**config.mk**
```make
export PLATFORM = sky130hd
export DESIGN_NAME = ets_scheduler
export DESIGN_NICKNAME = d
export VERILOG_FILES = /design/src/rtl/ets_pkg.sv /design/src/rtl/ets_edge_detect.sv /design/src/rtl/ets_result_fifo.sv /design/src/rtl/ets_scheduler.sv
export SDC_FILE = /design/constraint.sdc
export NUM_CORES = 1
export LEC_CHECK = 0
export BUFFER_PORTS_ARGS = -buffer_cell sky130_fd_sc_hd__buf_4
export CAP_MARGIN = 20
export CORE_ASPECT_RATIO = 1.25
export CORE_UTILIZATION = 46
export CTS_BUF_LIST = sky130_fd_sc_hd__clkbuf_16
export DETAILED_ROUTE_END_ITERATION = 7
export GPL_TIMING_DRIVEN = 0
export PLACE_DENSITY_LB_ADDON = 0.15
export SLEW_MARGIN = 20
export SYNTH_ARGS = -nofsm -noshare
export SYNTH_HDL_FRONTEND = slang
export SYNTH_SLANG_ARGS = --single-unit
```
**constraint.sdc**
```tcl
create_clock -name clock_in -period 3.6 [get_ports clock_in]
set_input_delay 0.18 -clock clock_in [delete_from_list [all_inputs] [get_ports clock_in]]
set_output_delay 0.18 -clock clock_in [all_outputs]
set_load 0.01 [all_outputs]
```
**src/rtl/ets_pkg.sv**
```systemverilog
// Shared constants and types of the event trigger scheduler.
// Assumes every file that uses it imports the whole package.
package ets_pkg;
   // ------------------------------------------------------------
   // Sizes
   // ------------------------------------------------------------
   localparam int ETS_NUM_EVENTS = 8;
   localparam int ETS_NUM_TRIG = 8;
   localparam int ETS_NUM_FIFO = 4;
   localparam int ETS_DEEP_FIFOS = 2;
   localparam int ETS_DEEP_DEPTH = 16;
   localparam int ETS_SHALLOW_DEPTH = 4;
   localparam int ETS_MAX_CMDS = 24;
   localparam int ETS_CMD_IDX_W = 5;
   localparam int ETS_CNT_W = 16;
   localparam int ETS_CHAN_W = 5;
   localparam int ETS_RES_W = 12;
   localparam int ETS_NUM_PULSE = 4;
   localparam int ETS_NUM_ADC = 2;

   // ------------------------------------------------------------
   // Edge selection codes
   // ------------------------------------------------------------
   localparam logic [1:0] ETS_EDGE_RISE = 2'h1;
   localparam logic [1:0] ETS_EDGE_FALL = 2'h2;

   // ------------------------------------------------------------
   // Types
   // ------------------------------------------------------------
   typedef enum logic [1:0] {
      ETS_ST_IDLE = 2'h0,
      ETS_ST_SEND = 2'h1,
      ETS_ST_WAIT = 2'h3
   } ets_state_t;

   // One converter command
   typedef struct packed {
      logic [1:0] fifo_sel;
      logic dual;
      logic adc_sel;
      logic [ETS_CHAN_W-1:0] chan;
   } ets_cmd_t;

   // Per-trigger setup
   typedef struct packed {
      logic [ETS_CNT_W-1:0] delay;
      logic [ETS_CMD_IDX_W-1:0] first_cmd;
      logic [ETS_CMD_IDX_W-1:0] num_cmd;
      logic [ETS_NUM_PULSE-1:0] pulse_mask;
   } ets_trig_cfg_t;

   // One stored conversion result
   typedef struct packed {
      logic adc_id;
      logic [ETS_CHAN_W-1:0] chan;
      logic [ETS_RES_W-1:0] data;
   } ets_result_t;
endpackage

```
**src/rtl/ets_edge_detect.sv**
```systemverilog
// Event input synchroniser and per-input edge selection.
// Assumes raw events are asynchronous to clock_in.
`timescale 1ns/1ps
`default_nettype none
module ets_edge_detect
   import ets_pkg::*;
#(
   parameter int N = ETS_NUM_EVENTS
) (
   input wire logic clock_in,
   input wire logic reset_n_in,
   input wire logic [N-1:0] event_in,
   input wire logic [N-1:0][1:0] edge_sel_in,
   output logic [N-1:0] hit_out
);
   logic [N-1:0] sync1_reg;
   logic [N-1:0] sync2_reg;
   logic [N-1:0] prev_reg;

   // Two-stage synchroniser, then one history stage
   always_ff @(posedge clock_in or negedge reset_n_in) begin
      if (!reset_n_in) begin
         sync1_reg <= '0;
         sync2_reg <= '0;
         prev_reg <= '0;
      end else begin
         sync1_reg <= event_in;
         sync2_reg <= sync1_reg;
         prev_reg <= sync2_reg;
      end
   end

   // Edge qualification per input
   genvar g;
   for (g = 0; g < N; g++) begin : g_edge
      always_ff @(posedge clock_in or negedge reset_n_in) begin
         if (!reset_n_in) begin
            hit_out[g] <= 1'b0;
         end else begin
            hit_out[g] <= ((edge_sel_in[g] & ETS_EDGE_RISE) != 2'h0 && sync2_reg[g] && !prev_reg[g])
               || ((edge_sel_in[g] & ETS_EDGE_FALL) != 2'h0 && !sync2_reg[g] && prev_reg[g]);
         end
      end
   end
endmodule
`default_nettype wire

```
**src/rtl/ets_result_fifo.sv**
```systemverilog
// Result FIFO with registered read data and registered flags.
// Assumes the reader pops only while not empty.
`timescale 1ns/1ps
`default_nettype none
module ets_result_fifo
   import ets_pkg::*;
#(
   parameter int WIDTH = $bits(ets_result_t),
   parameter int DEPTH = ETS_DEEP_DEPTH
) (
   input wire logic clock_in,
   input wire logic reset_n_in,
   input wire logic wr_valid_in,
   input wire logic [WIDTH-1:0] wr_data_in,
   output logic wr_ready_out,
   input wire logic rd_in,
   output logic [WIDTH-1:0] rd_data_out,
   output logic rd_valid_out,
   output logic empty_out
);
   localparam int AW = $clog2(DEPTH);
   logic [WIDTH-1:0] mem [0:DEPTH-1];
   logic [AW-1:0] wr_ptr_reg;
   logic [AW-1:0] rd_ptr_reg;
   logic [AW:0] count_reg;
   logic [AW:0] count_next;
   logic do_wr;
   logic do_rd;

   assign do_wr = wr_valid_in && wr_ready_out;
   assign do_rd = rd_in && !empty_out;

   // Occupancy after this cycle
   always_comb begin
      count_next = count_reg;
      if (do_wr && !do_rd) begin
         count_next = count_reg + 1'b1;
      end else if (do_rd && !do_wr) begin
         count_next = count_reg - 1'b1;
      end
   end

   // Storage array
   always_ff @(posedge clock_in) begin
      if (do_wr) begin
         mem[wr_ptr_reg] <= wr_data_in;
      end
   end

   // Pointers, flags and read data
   always_ff @(posedge clock_in or negedge reset_n_in) begin
      if (!reset_n_in) begin
         wr_ptr_reg <= '0;
         rd_ptr_reg <= '0;
         count_reg <= '0;
         empty_out <= 1'b1;
         wr_ready_out <= 1'b1;
         rd_valid_out <= 1'b0;
         rd_data_out <= '0;
      end else begin
         if (do_wr) begin
            wr_ptr_reg <= wr_ptr_reg + 1'b1;
         end
         if (do_rd) begin
            rd_ptr_reg <= rd_ptr_reg + 1'b1;
            rd_data_out <= mem[rd_ptr_reg];
         end
         rd_valid_out <= do_rd;
         count_reg <= count_next;
         empty_out <= (count_next == '0);
         wr_ready_out <= (count_next != (AW+1)'(DEPTH));
      end
   end
endmodule
`default_nettype wire

```
**src/rtl/ets_scheduler.sv**
```systemverilog
// Event trigger scheduler: counter, comparators, command sequencer, FIFOs.
// Assumes converters and timers run on clock_in; only events are asynchronous.
//
// How it works
// - Each event input is qualified as a rising, falling or either edge by its own select.
// - A trigger fires a pulse, a run of converter commands, or both, to the outside.
// - In triggered mode the OR of the selected events reloads and restarts the counter.
// - In triggered mode eight comparators each fire their trigger at a programmed delay.
// - In sequential mode one comparator fires the trigger of whichever event came; any event reloads, event 0 starts the command period.
// - Every trigger owns a list of commands and a mask of pulses to issue when it fires.
// - A command carries channel, converter, single or dual sampling, and result FIFO.
// - Four result FIFOs exist, two of sixteen entries and two of four.
// - Both results of a dual conversion go to the one FIFO the command names.
// - At most twenty-four commands go out between two period starts (reload events, event 0 in sequential mode); excess is dropped and flagged.
// - The next command leaves only after the converter reports completion of the last one.
// - A one-cycle interrupt request is raised whenever any trigger fires.
`timescale 1ns/1ps
`default_nettype none
module ets_scheduler
   import ets_pkg::*;
#(
   parameter int NUM_EVENTS = ETS_NUM_EVENTS,
   parameter int NUM_TRIG = ETS_NUM_TRIG,
   parameter int MAX_CMDS = ETS_MAX_CMDS
) (
   input wire logic clock_in,
   input wire logic reset_n_in,
   input wire logic [NUM_EVENTS-1:0] event_in,
   input wire logic [NUM_EVENTS-1:0][1:0] edge_sel_in,
   input wire logic mode_seq_in,
   input wire logic [NUM_EVENTS-1:0] reload_mask_in,
   input wire logic [NUM_TRIG-1:0] trig_enable_in,
   input wire ets_trig_cfg_t [NUM_TRIG-1:0] trig_cfg_in,
   input wire logic cmd_wr_en_in,
   input wire logic [ETS_CMD_IDX_W-1:0] cmd_wr_addr_in,
   input wire ets_cmd_t cmd_wr_data_in,
   output ets_cmd_t adc_cmd_out,
   output logic [ETS_NUM_ADC-1:0] adc_cmd_valid_out,
   input wire logic [ETS_NUM_ADC-1:0] adc_done_in,
   input wire logic [ETS_NUM_ADC-1:0] adc_result_valid_in,
   input wire logic [ETS_NUM_ADC-1:0][ETS_RES_W-1:0] adc_result_in,
   input wire logic [ETS_NUM_FIFO-1:0] fifo_rd_in,
   output ets_result_t [ETS_NUM_FIFO-1:0] fifo_data_out,
   output logic [ETS_NUM_FIFO-1:0] fifo_valid_out,
   output logic [ETS_NUM_FIFO-1:0] fifo_empty_out,
   output logic [NUM_TRIG-1:0] trig_out,
   output logic [ETS_NUM_PULSE-1:0] pulse_out,
   output logic trig_irq_out,
   output logic overrun_out,
   output logic budget_err_out
);
   // ------------------------------------------------------------
   // Helpers
   // ------------------------------------------------------------
   // Index of the lowest set bit
   function automatic logic [2:0] lowest_index(input logic [7:0] v);
      logic [2:0] idx;
      idx = 3'h0;
      for (int i = 7; i >= 0; i--) begin
         if (v[i]) begin
            idx = 3'(i);
         end
      end
      return idx;
   endfunction

   // Depth of FIFO number i
   function automatic int fifo_depth(input int i);
      return (i < ETS_DEEP_FIFOS) ? ETS_DEEP_DEPTH : ETS_SHALLOW_DEPTH;
   endfunction

   // Converters that a command starts
   function automatic logic [ETS_NUM_ADC-1:0] adc_mask(input ets_cmd_t c);
      return c.dual ? '1 : ETS_NUM_ADC'(1 << c.adc_sel);
   endfunction

   localparam logic [ETS_CMD_IDX_W-1:0] BUDGET_MAX = ETS_CMD_IDX_W'(MAX_CMDS);

   logic [NUM_EVENTS-1:0] ev_hit;
   logic reload;
   logic period_start;
   logic [ETS_CNT_W-1:0] counter_reg;
   logic running_reg;
   logic [2:0] seq_idx_reg;
   logic [NUM_TRIG-1:0] fire;
   logic [NUM_TRIG-1:0] pending_reg;
   logic [NUM_TRIG-1:0] take;
   ets_state_t state_reg;
   logic [ETS_CMD_IDX_W-1:0] cmd_ptr_reg;
   logic [ETS_CMD_IDX_W-1:0] cmd_left_reg;
   logic [ETS_CMD_IDX_W-1:0] budget_reg;
   logic [ETS_NUM_ADC-1:0] wait_mask_reg;
   logic [ETS_NUM_ADC-1:0] done_seen_reg;
   logic [ETS_NUM_ADC-1:0] done_all;
   ets_cmd_t cmd_mem [0:MAX_CMDS-1];
   ets_cmd_t cur_cmd_reg;
   logic [ETS_NUM_ADC-1:0] hold_valid_reg;
   ets_result_t [ETS_NUM_ADC-1:0] hold_reg;
   logic [ETS_NUM_ADC-1:0] hold_take;
   logic [ETS_NUM_FIFO-1:0] fifo_ready;
   ets_result_t wr_entry;
   logic wr_any;
   logic [ETS_NUM_ADC-1:0][1:0] hold_fifo_reg;
   logic [1:0] wr_fifo;
   logic [2:0] pick;

   // ------------------------------------------------------------
   // Event capture
   // ------------------------------------------------------------
   ets_edge_detect #(
      .N(NUM_EVENTS)
   ) u_edge (
      .clock_in(clock_in),
      .reset_n_in(reset_n_in),
      .event_in(event_in),
      .edge_sel_in(edge_sel_in),
      .hit_out(ev_hit)
   );

   // Restart sources per mode
   assign reload = mode_seq_in ? (|ev_hit) : (|(ev_hit & reload_mask_in));
   assign period_start = mode_seq_in ? ev_hit[0] : reload;

   // ------------------------------------------------------------
   // Scheduling counter
   // ------------------------------------------------------------
   // Counter restarts at zero on reload; it stops after full scale (wrapping to zero) or after a fire in sequential mode
   always_ff @(posedge clock_in or negedge reset_n_in) begin
      if (!reset_n_in) begin
         counter_reg <= '0;
         running_reg <= 1'b0;
         seq_idx_reg <= 3'h0;
      end else if (reload) begin
         counter_reg <= '0;
         running_reg <= 1'b1;
         seq_idx_reg <= lowest_index(8'(ev_hit));
      end else if (running_reg) begin
         counter_reg <= counter_reg + 1'b1;
         if (&counter_reg || (mode_seq_in && |fire)) begin
            running_reg <= 1'b0;
         end
      end
   end

   // Comparators
   always_comb begin
      fire = '0;
      for (int i = 0; i < NUM_TRIG; i++) begin
         fire[i] = running_reg && trig_enable_in[i] && (!mode_seq_in || seq_idx_reg == 3'(i))
            && (counter_reg == trig_cfg_in[i].delay);
      end
   end

   // ------------------------------------------------------------
   // Trigger outputs
   // ------------------------------------------------------------
   // Trigger strobes, pulse lines and interrupt request
   always_ff @(posedge clock_in or negedge reset_n_in) begin
      if (!reset_n_in) begin
         trig_out <= '0;
         pulse_out <= '0;
         trig_irq_out <= 1'b0;
         overrun_out <= 1'b0;
      end else begin
         trig_out <= fire;
         trig_irq_out <= |fire;
         overrun_out <= |(fire & pending_reg & ~take);
         pulse_out <= pulse_or(fire);
      end
   end

   // OR of pulse masks of fired triggers
   function automatic logic [ETS_NUM_PULSE-1:0] pulse_or(input logic [NUM_TRIG-1:0] f);
      logic [ETS_NUM_PULSE-1:0] p;
      p = '0;
      for (int i = 0; i < NUM_TRIG; i++) begin
         if (f[i]) begin
            p = p | trig_cfg_in[i].pulse_mask;
         end
      end
      return p;
   endfunction

   // Pending command lists; a new fire wins over the take
   always_ff @(posedge clock_in or negedge reset_n_in) begin
      if (!reset_n_in) begin
         pending_reg <= '0;
      end else begin
         pending_reg <= (pending_reg & ~take) | fire;
      end
   end

   // ------------------------------------------------------------
   // Command list storage
   // ------------------------------------------------------------
   always_ff @(posedge clock_in) begin
      if (cmd_wr_en_in && cmd_wr_addr_in < BUDGET_MAX) begin
         cmd_mem[cmd_wr_addr_in] <= cmd_wr_data_in;
      end
   end

   // ------------------------------------------------------------
   // Command sequencer
   // ------------------------------------------------------------
   assign pick = lowest_index(8'(pending_reg));
   assign take = (state_reg == ETS_ST_IDLE && |pending_reg) ? NUM_TRIG'(1 << pick) : '0;
   assign done_all = done_seen_reg | adc_done_in;

   // Issue one command, then wait for the converter
   always_ff @(posedge clock_in or negedge reset_n_in) begin
      if (!reset_n_in) begin
         state_reg <= ETS_ST_IDLE;
         cmd_ptr_reg <= '0;
         cmd_left_reg <= '0;
         wait_mask_reg <= '0;
         done_seen_reg <= '0;
         cur_cmd_reg <= '0;
         adc_cmd_out <= '0;
         adc_cmd_valid_out <= '0;
         budget_err_out <= 1'b0;
      end else begin
         adc_cmd_valid_out <= '0;
         budget_err_out <= 1'b0;
         case (state_reg)
            ETS_ST_IDLE: begin
               if (|pending_reg) begin
                  cmd_ptr_reg <= trig_cfg_in[pick].first_cmd;
                  cmd_left_reg <= trig_cfg_in[pick].num_cmd;
                  if (trig_cfg_in[pick].num_cmd != '0) begin
                     state_reg <= ETS_ST_SEND;
                  end
               end
            end
            ETS_ST_SEND: begin
               if (budget_reg >= BUDGET_MAX || cmd_ptr_reg >= BUDGET_MAX) begin
                  budget_err_out <= 1'b1;
                  state_reg <= ETS_ST_IDLE;
               end else begin
                  adc_cmd_out <= cmd_mem[cmd_ptr_reg];
                  cur_cmd_reg <= cmd_mem[cmd_ptr_reg];
                  adc_cmd_valid_out <= adc_mask(cmd_mem[cmd_ptr_reg]);
                  wait_mask_reg <= adc_mask(cmd_mem[cmd_ptr_reg]);
                  done_seen_reg <= '0;
                  state_reg <= ETS_ST_WAIT;
               end
            end
            ETS_ST_WAIT: begin
               done_seen_reg <= done_all & wait_mask_reg;
               if ((done_all & wait_mask_reg) == wait_mask_reg) begin
                  cmd_ptr_reg <= cmd_ptr_reg + 1'b1;
                  cmd_left_reg <= cmd_left_reg - 1'b1;
                  state_reg <= (cmd_left_reg == ETS_CMD_IDX_W'(1)) ? ETS_ST_IDLE : ETS_ST_SEND;
               end
            end
            default: begin
               state_reg <= ETS_ST_IDLE;
            end
         endcase
      end
   end

   // Commands issued in the current control period
   always_ff @(posedge clock_in or negedge reset_n_in) begin
      if (!reset_n_in) begin
         budget_reg <= '0;
      end else if (period_start) begin
         budget_reg <= '0;
      end else if (state_reg == ETS_ST_SEND && budget_reg < BUDGET_MAX
            && cmd_ptr_reg < BUDGET_MAX) begin
         budget_reg <= budget_reg + 1'b1;
      end
   end

   // ------------------------------------------------------------
   // Result routing
   // ------------------------------------------------------------
   // Converter 0 first; both results go to the command's FIFO
   always_comb begin
      hold_take = '0;
      wr_entry = hold_reg[0];
      wr_fifo = hold_fifo_reg[0];
      if (hold_valid_reg[0]) begin
         hold_take[0] = fifo_ready[wr_fifo];
      end else if (hold_valid_reg[1]) begin
         wr_entry = hold_reg[1];
         wr_fifo = hold_fifo_reg[1];
         hold_take[1] = fifo_ready[wr_fifo];
      end
   end
   assign wr_any = |hold_valid_reg;

   // Holding stage per converter
   genvar a;
   for (a = 0; a < ETS_NUM_ADC; a++) begin : g_hold
      always_ff @(posedge clock_in or negedge reset_n_in) begin
         if (!reset_n_in) begin
            hold_valid_reg[a] <= 1'b0;
            hold_reg[a] <= '0;
            hold_fifo_reg[a] <= '0;
         end else if (adc_result_valid_in[a]) begin
            hold_valid_reg[a] <= 1'b1;
            hold_fifo_reg[a] <= cur_cmd_reg.fifo_sel;
            hold_reg[a] <= '{adc_id: 1'(a), chan: cur_cmd_reg.chan, data: adc_result_in[a]};
         end else if (hold_take[a]) begin
            hold_valid_reg[a] <= 1'b0;
         end
      end
   end

   // Four result FIFOs of two depths
   genvar f;
   for (f = 0; f < ETS_NUM_FIFO; f++) begin : g_fifo
      ets_result_fifo #(
         .WIDTH($bits(ets_result_t)),
         .DEPTH(fifo_depth(f))
      ) u_fifo (
         .clock_in(clock_in),
         .reset_n_in(reset_n_in),
         .wr_valid_in(wr_any && wr_fifo == 2'(f)),
         .wr_data_in(wr_entry),
         .wr_ready_out(fifo_ready[f]),
         .rd_in(fifo_rd_in[f]),
         .rd_data_out(fifo_data_out[f]),
         .rd_valid_out(fifo_valid_out[f]),
         .empty_out(fifo_empty_out[f])
      );
   end
endmodule
`default_nettype wire

```
==> summary.txt <==
die area: 110,000 µm²
Pre-antenna DRT Iters: 5
Area growth syn-to-layout: 21.1%
number of flops mapped to enable cells by yosys: 936
Mean Syn Cell Area: 17.2 µm²
period utilisation layout: 97.6%
wire per inst: 25.6 µm
Int Pwr: 30,100 µW
PortBufs: 433
Setup CP Type: reg -> reg
outcome: finished, final reports clean
Yosys warning total: 0
final HPWL from detailed placement: 91,500 µm
Pwr Density: 719 nW/µm²
cell area after layout: 60,300 µm²
launching element type of the critical path: flop
DRC viols: 0
post-route ant nets: 0
CTS tree: yes
Post-Layout Cell Count: 5,127
fin util: 56.4%
Clk pwr share: 27.8%
area leader, netlist: edfxtp_1
placer congestion estimate: 0.984
DP Cell Count: 4,777
Post-synth ARST share: 22.5%
nets@finish: 3,953
Core Region: 107,000 µm²
I/O pin total: 436
Iter 0 DRT Violations: 2,213
CTS Root Cell: clkbuf_16
GRT Total Usage: 24.3%
number of max-cap violations: 0
Synth Register Bits: 1,208
Tmin final: 3520 ps
top post-synthesis cells by area: edfxtp_1 (56%), dfrtp_1 (13%), mux4_2 (13%)
final worst slack: 85.0 ps
layout cells sized above 1: 28.4%
endpoint class of the critical path: flop
largest fanout on the critical path: 10
peak supply drop: 432 µV
Reg with most FFs: g_fifo.u_fifo.mem
register share of total power: 42.2%
max reg flops: 720
GR Overflow Total: 0
clock slew at reported path FFs: 70 ps
effective utilization at floorplan: 46.6%
DR vias/cell: 5.67
Regs by FF count: g_fifo.u_fifo.mem: 720 flops, cmd_mem: 216 flops, g_fifo.u_fifo.rd_data_out: 72 flops
Synth Flop Type: edfxtp_1
worst path required time: 4240 ps
clock latency on the worst-skew pair: 720 ps
Max clock buf depth: 3
DP Area: 55,200 µm²
Max Clk Rate: 284 MHz
synthesized cell area: 49,800 µm²
Rows: 134
Yosys cell types: 82
pre-CTS WS: -31.3 ps
largest net degree at the start of global routing: 93
Comb pwr share: 30.1%
htree depth: 3
share of Yosys cell area claimed by the top area cell type: 56.4%
switch share: 30.6%
detailed-route via count: 29,100
worst clock skew: 34.9 ps
CTS buffer count: 116
P_leak: 0.0220 µW
Slew @ Worst Pin: 1070 ps
synth cell count leaders: edfxtp_1 (936), nand2_1 (386), mux4_2 (281)
final hold vios: 0
first-pass GRT wire length: 195,000 µm
max-slew headroom at the worst pin: 28.4%
Die Wd: 296 µm
Max Slew Vio Count: 0
unrepaired setup endpoints after global routing: false
cells after synthesis: 2,903
Crit path arrival time: 4150 ps
number of global-route vias before repair: 30,800
Psw: 13,300 µW
min-delay worst type: in -> reg
die height: 370 µm
Sink Count: 1,208
syn nets: 3,265
Routed WL: 131,000 µm
Final setup viols: 0
initial antenna violation count: 19
sequential element share of the synthesized area: 70.1%
most frequent cell after synthesis: edfxtp_1
==> power by group through the flow <==
stage / clock [µW] / sequential, µW / combinational (µW)
3_3_place_gp: 0 / 18500 / 12500
2_1_floorplan: 0 / 18500 / 8050
3_5_place_dp: 0 / 18600 / 13000
5_1_grt: 12800 / 18500 / 14100
6_report: 12000 / 18300 / 13100
4_1_cts: 12300 / 18300 / 13200
==> timing repair <==
| item | in CTS | in global routing |
|---|---|---|
| setup endpoints to repair | 1 | 82 |
| resized for setup | 1 | 12 |
| hold endpoints to repair | 474 | 1 |
| gates cloned | 0 | 0 |
| hold buffers | 123 | 1 |
| buffers inserted | 0 | 0 |
| pin swaps | 0 | 0 |
==> path summary, 6_finish.rpt <==
| check | start | end | slack (ps) | depth (start not counted) |
|---|---|---|---|---|
| max | counter_reg[1] | pulse_out[0] | 80 | 9 |
| min | trig_cfg_in[67] | cmd_left_reg[3] | 40 | 4 |
| max reg2reg | counter_reg[1] | pulse_out[0] | 80 | 9 |
| min reg2reg | u_edge.sync1_reg[5] | u_edge.sync2_reg[5] | 350 | 0 |
| max in group asynchronous | reset_n_in | g_fifo[1].u_fifo.wr_ready_out | 2590 | 4 |
| min in group asynchronous | reset_n_in | g_fifo[2].u_fifo.wr_ready_out | 90 | 2 |
==> cell usage in the layout, fill, tap and decap left out, types with 14 or more instances in the layout <==
cell,Yosys,routed
o21ai_0,38,38
edfxtp_1,936,936
nand4_1,41,41
clkbuf_16,0,119
nand3_1,22,22
mux4_2,281,281
and2_1,34,29
mux2i_1,15,15
and3_1,28,28
ha_1,32,32
nor2_1,84,84
dfrtp_1,264,264
clkinv_1,4,32
inv_1,33,57
buf_2,37,37
nand2_2,0,17
a22oi_1,23,23
nand2_1,386,369
a21oi_1,30,30
dlygate4sd3_1,0,122
mux2_2,39,39
nand4b_1,14,14
clkinv_2,0,18
xnor2_1,131,131
nor4_1,22,22
buf_4,10,442
xor2_1,50,50
nor3_1,19,15
buf_1,17,17
clkbuf_1,91,90
o211ai_1,18,18
==> metrics by stage <==
| stage | total power, µW | TNS, ps | hold WS, ps |
|---|---|---|---|
| 6_report | 43400 | 0 | 43.2 |
| 5_1_grt | 45400 | 0 | 67.4 |
| 4_1_cts | 43800 | 0 | 1.04 |
| 3_5_place_dp | 31600 | -31.3 | 141 |
| 3_3_place_gp | 31000 | -23410 | 290 |
| 2_1_floorplan | 26500 | 0 | -116 |
==> logic make-up (layout without fill, tap and decap cells) <==
| family | after synthesis | count (layout) | synth area share, % |
|---|---|---|---|
| DFF | 1208 | 1208 | 70.1 |
| and+or+nand+nor | 733 | 733 | 7.11 |
| muxes | 335 | 335 | 13.9 |
| AOI/OAI and AO/OA | 213 | 213 | 3.09 |
| buffers and inverters | 195 | 981 | 1.68 |
| xor gates and xnor gates | 181 | 181 | 3.18 |
| adders and majority gates | 38 | 38 | 0.925 |
| other | 0 | 10 | 0 |
==> final cells by class <==
cell class / instances / area [µm²]
well taps: 1428 / 1790
inverters: 37 / 140
repair buffers: 570 / 4850
clock buffers: 119 / 2980
fillers: 8514 / 46600
flip-flops and latches: 1208 / 34900
multi-input cells: 1500 / 14100
plain buffers: 158 / 701
clock inverters: 97 / 787
diodes: 10 / 25.0
==> layer usage <==
metal / up-vias / global-route usage [%] / part of all wire, %
li1: 12700 / - / -
met1: 15100 / 30.9 / 40
met2: 1064 / 41.6 / 51
met3: 248 / 3.95 / 5.7
met4: 10 / 9.47 / 3.8
met5: - / 0 / 0.038
==> critical path: stages (launching register included) <==
cell,delay [ps]
dfrtp_1,360
buf_2,390
xor2_1,140
or4_1,420
nor3_1,440
and2_1,190
clkbuf_1,500
a2111oi_0,280
dlygate4sd3_1,650
nand3_1,70
Power figures use the tool's default switching activity.
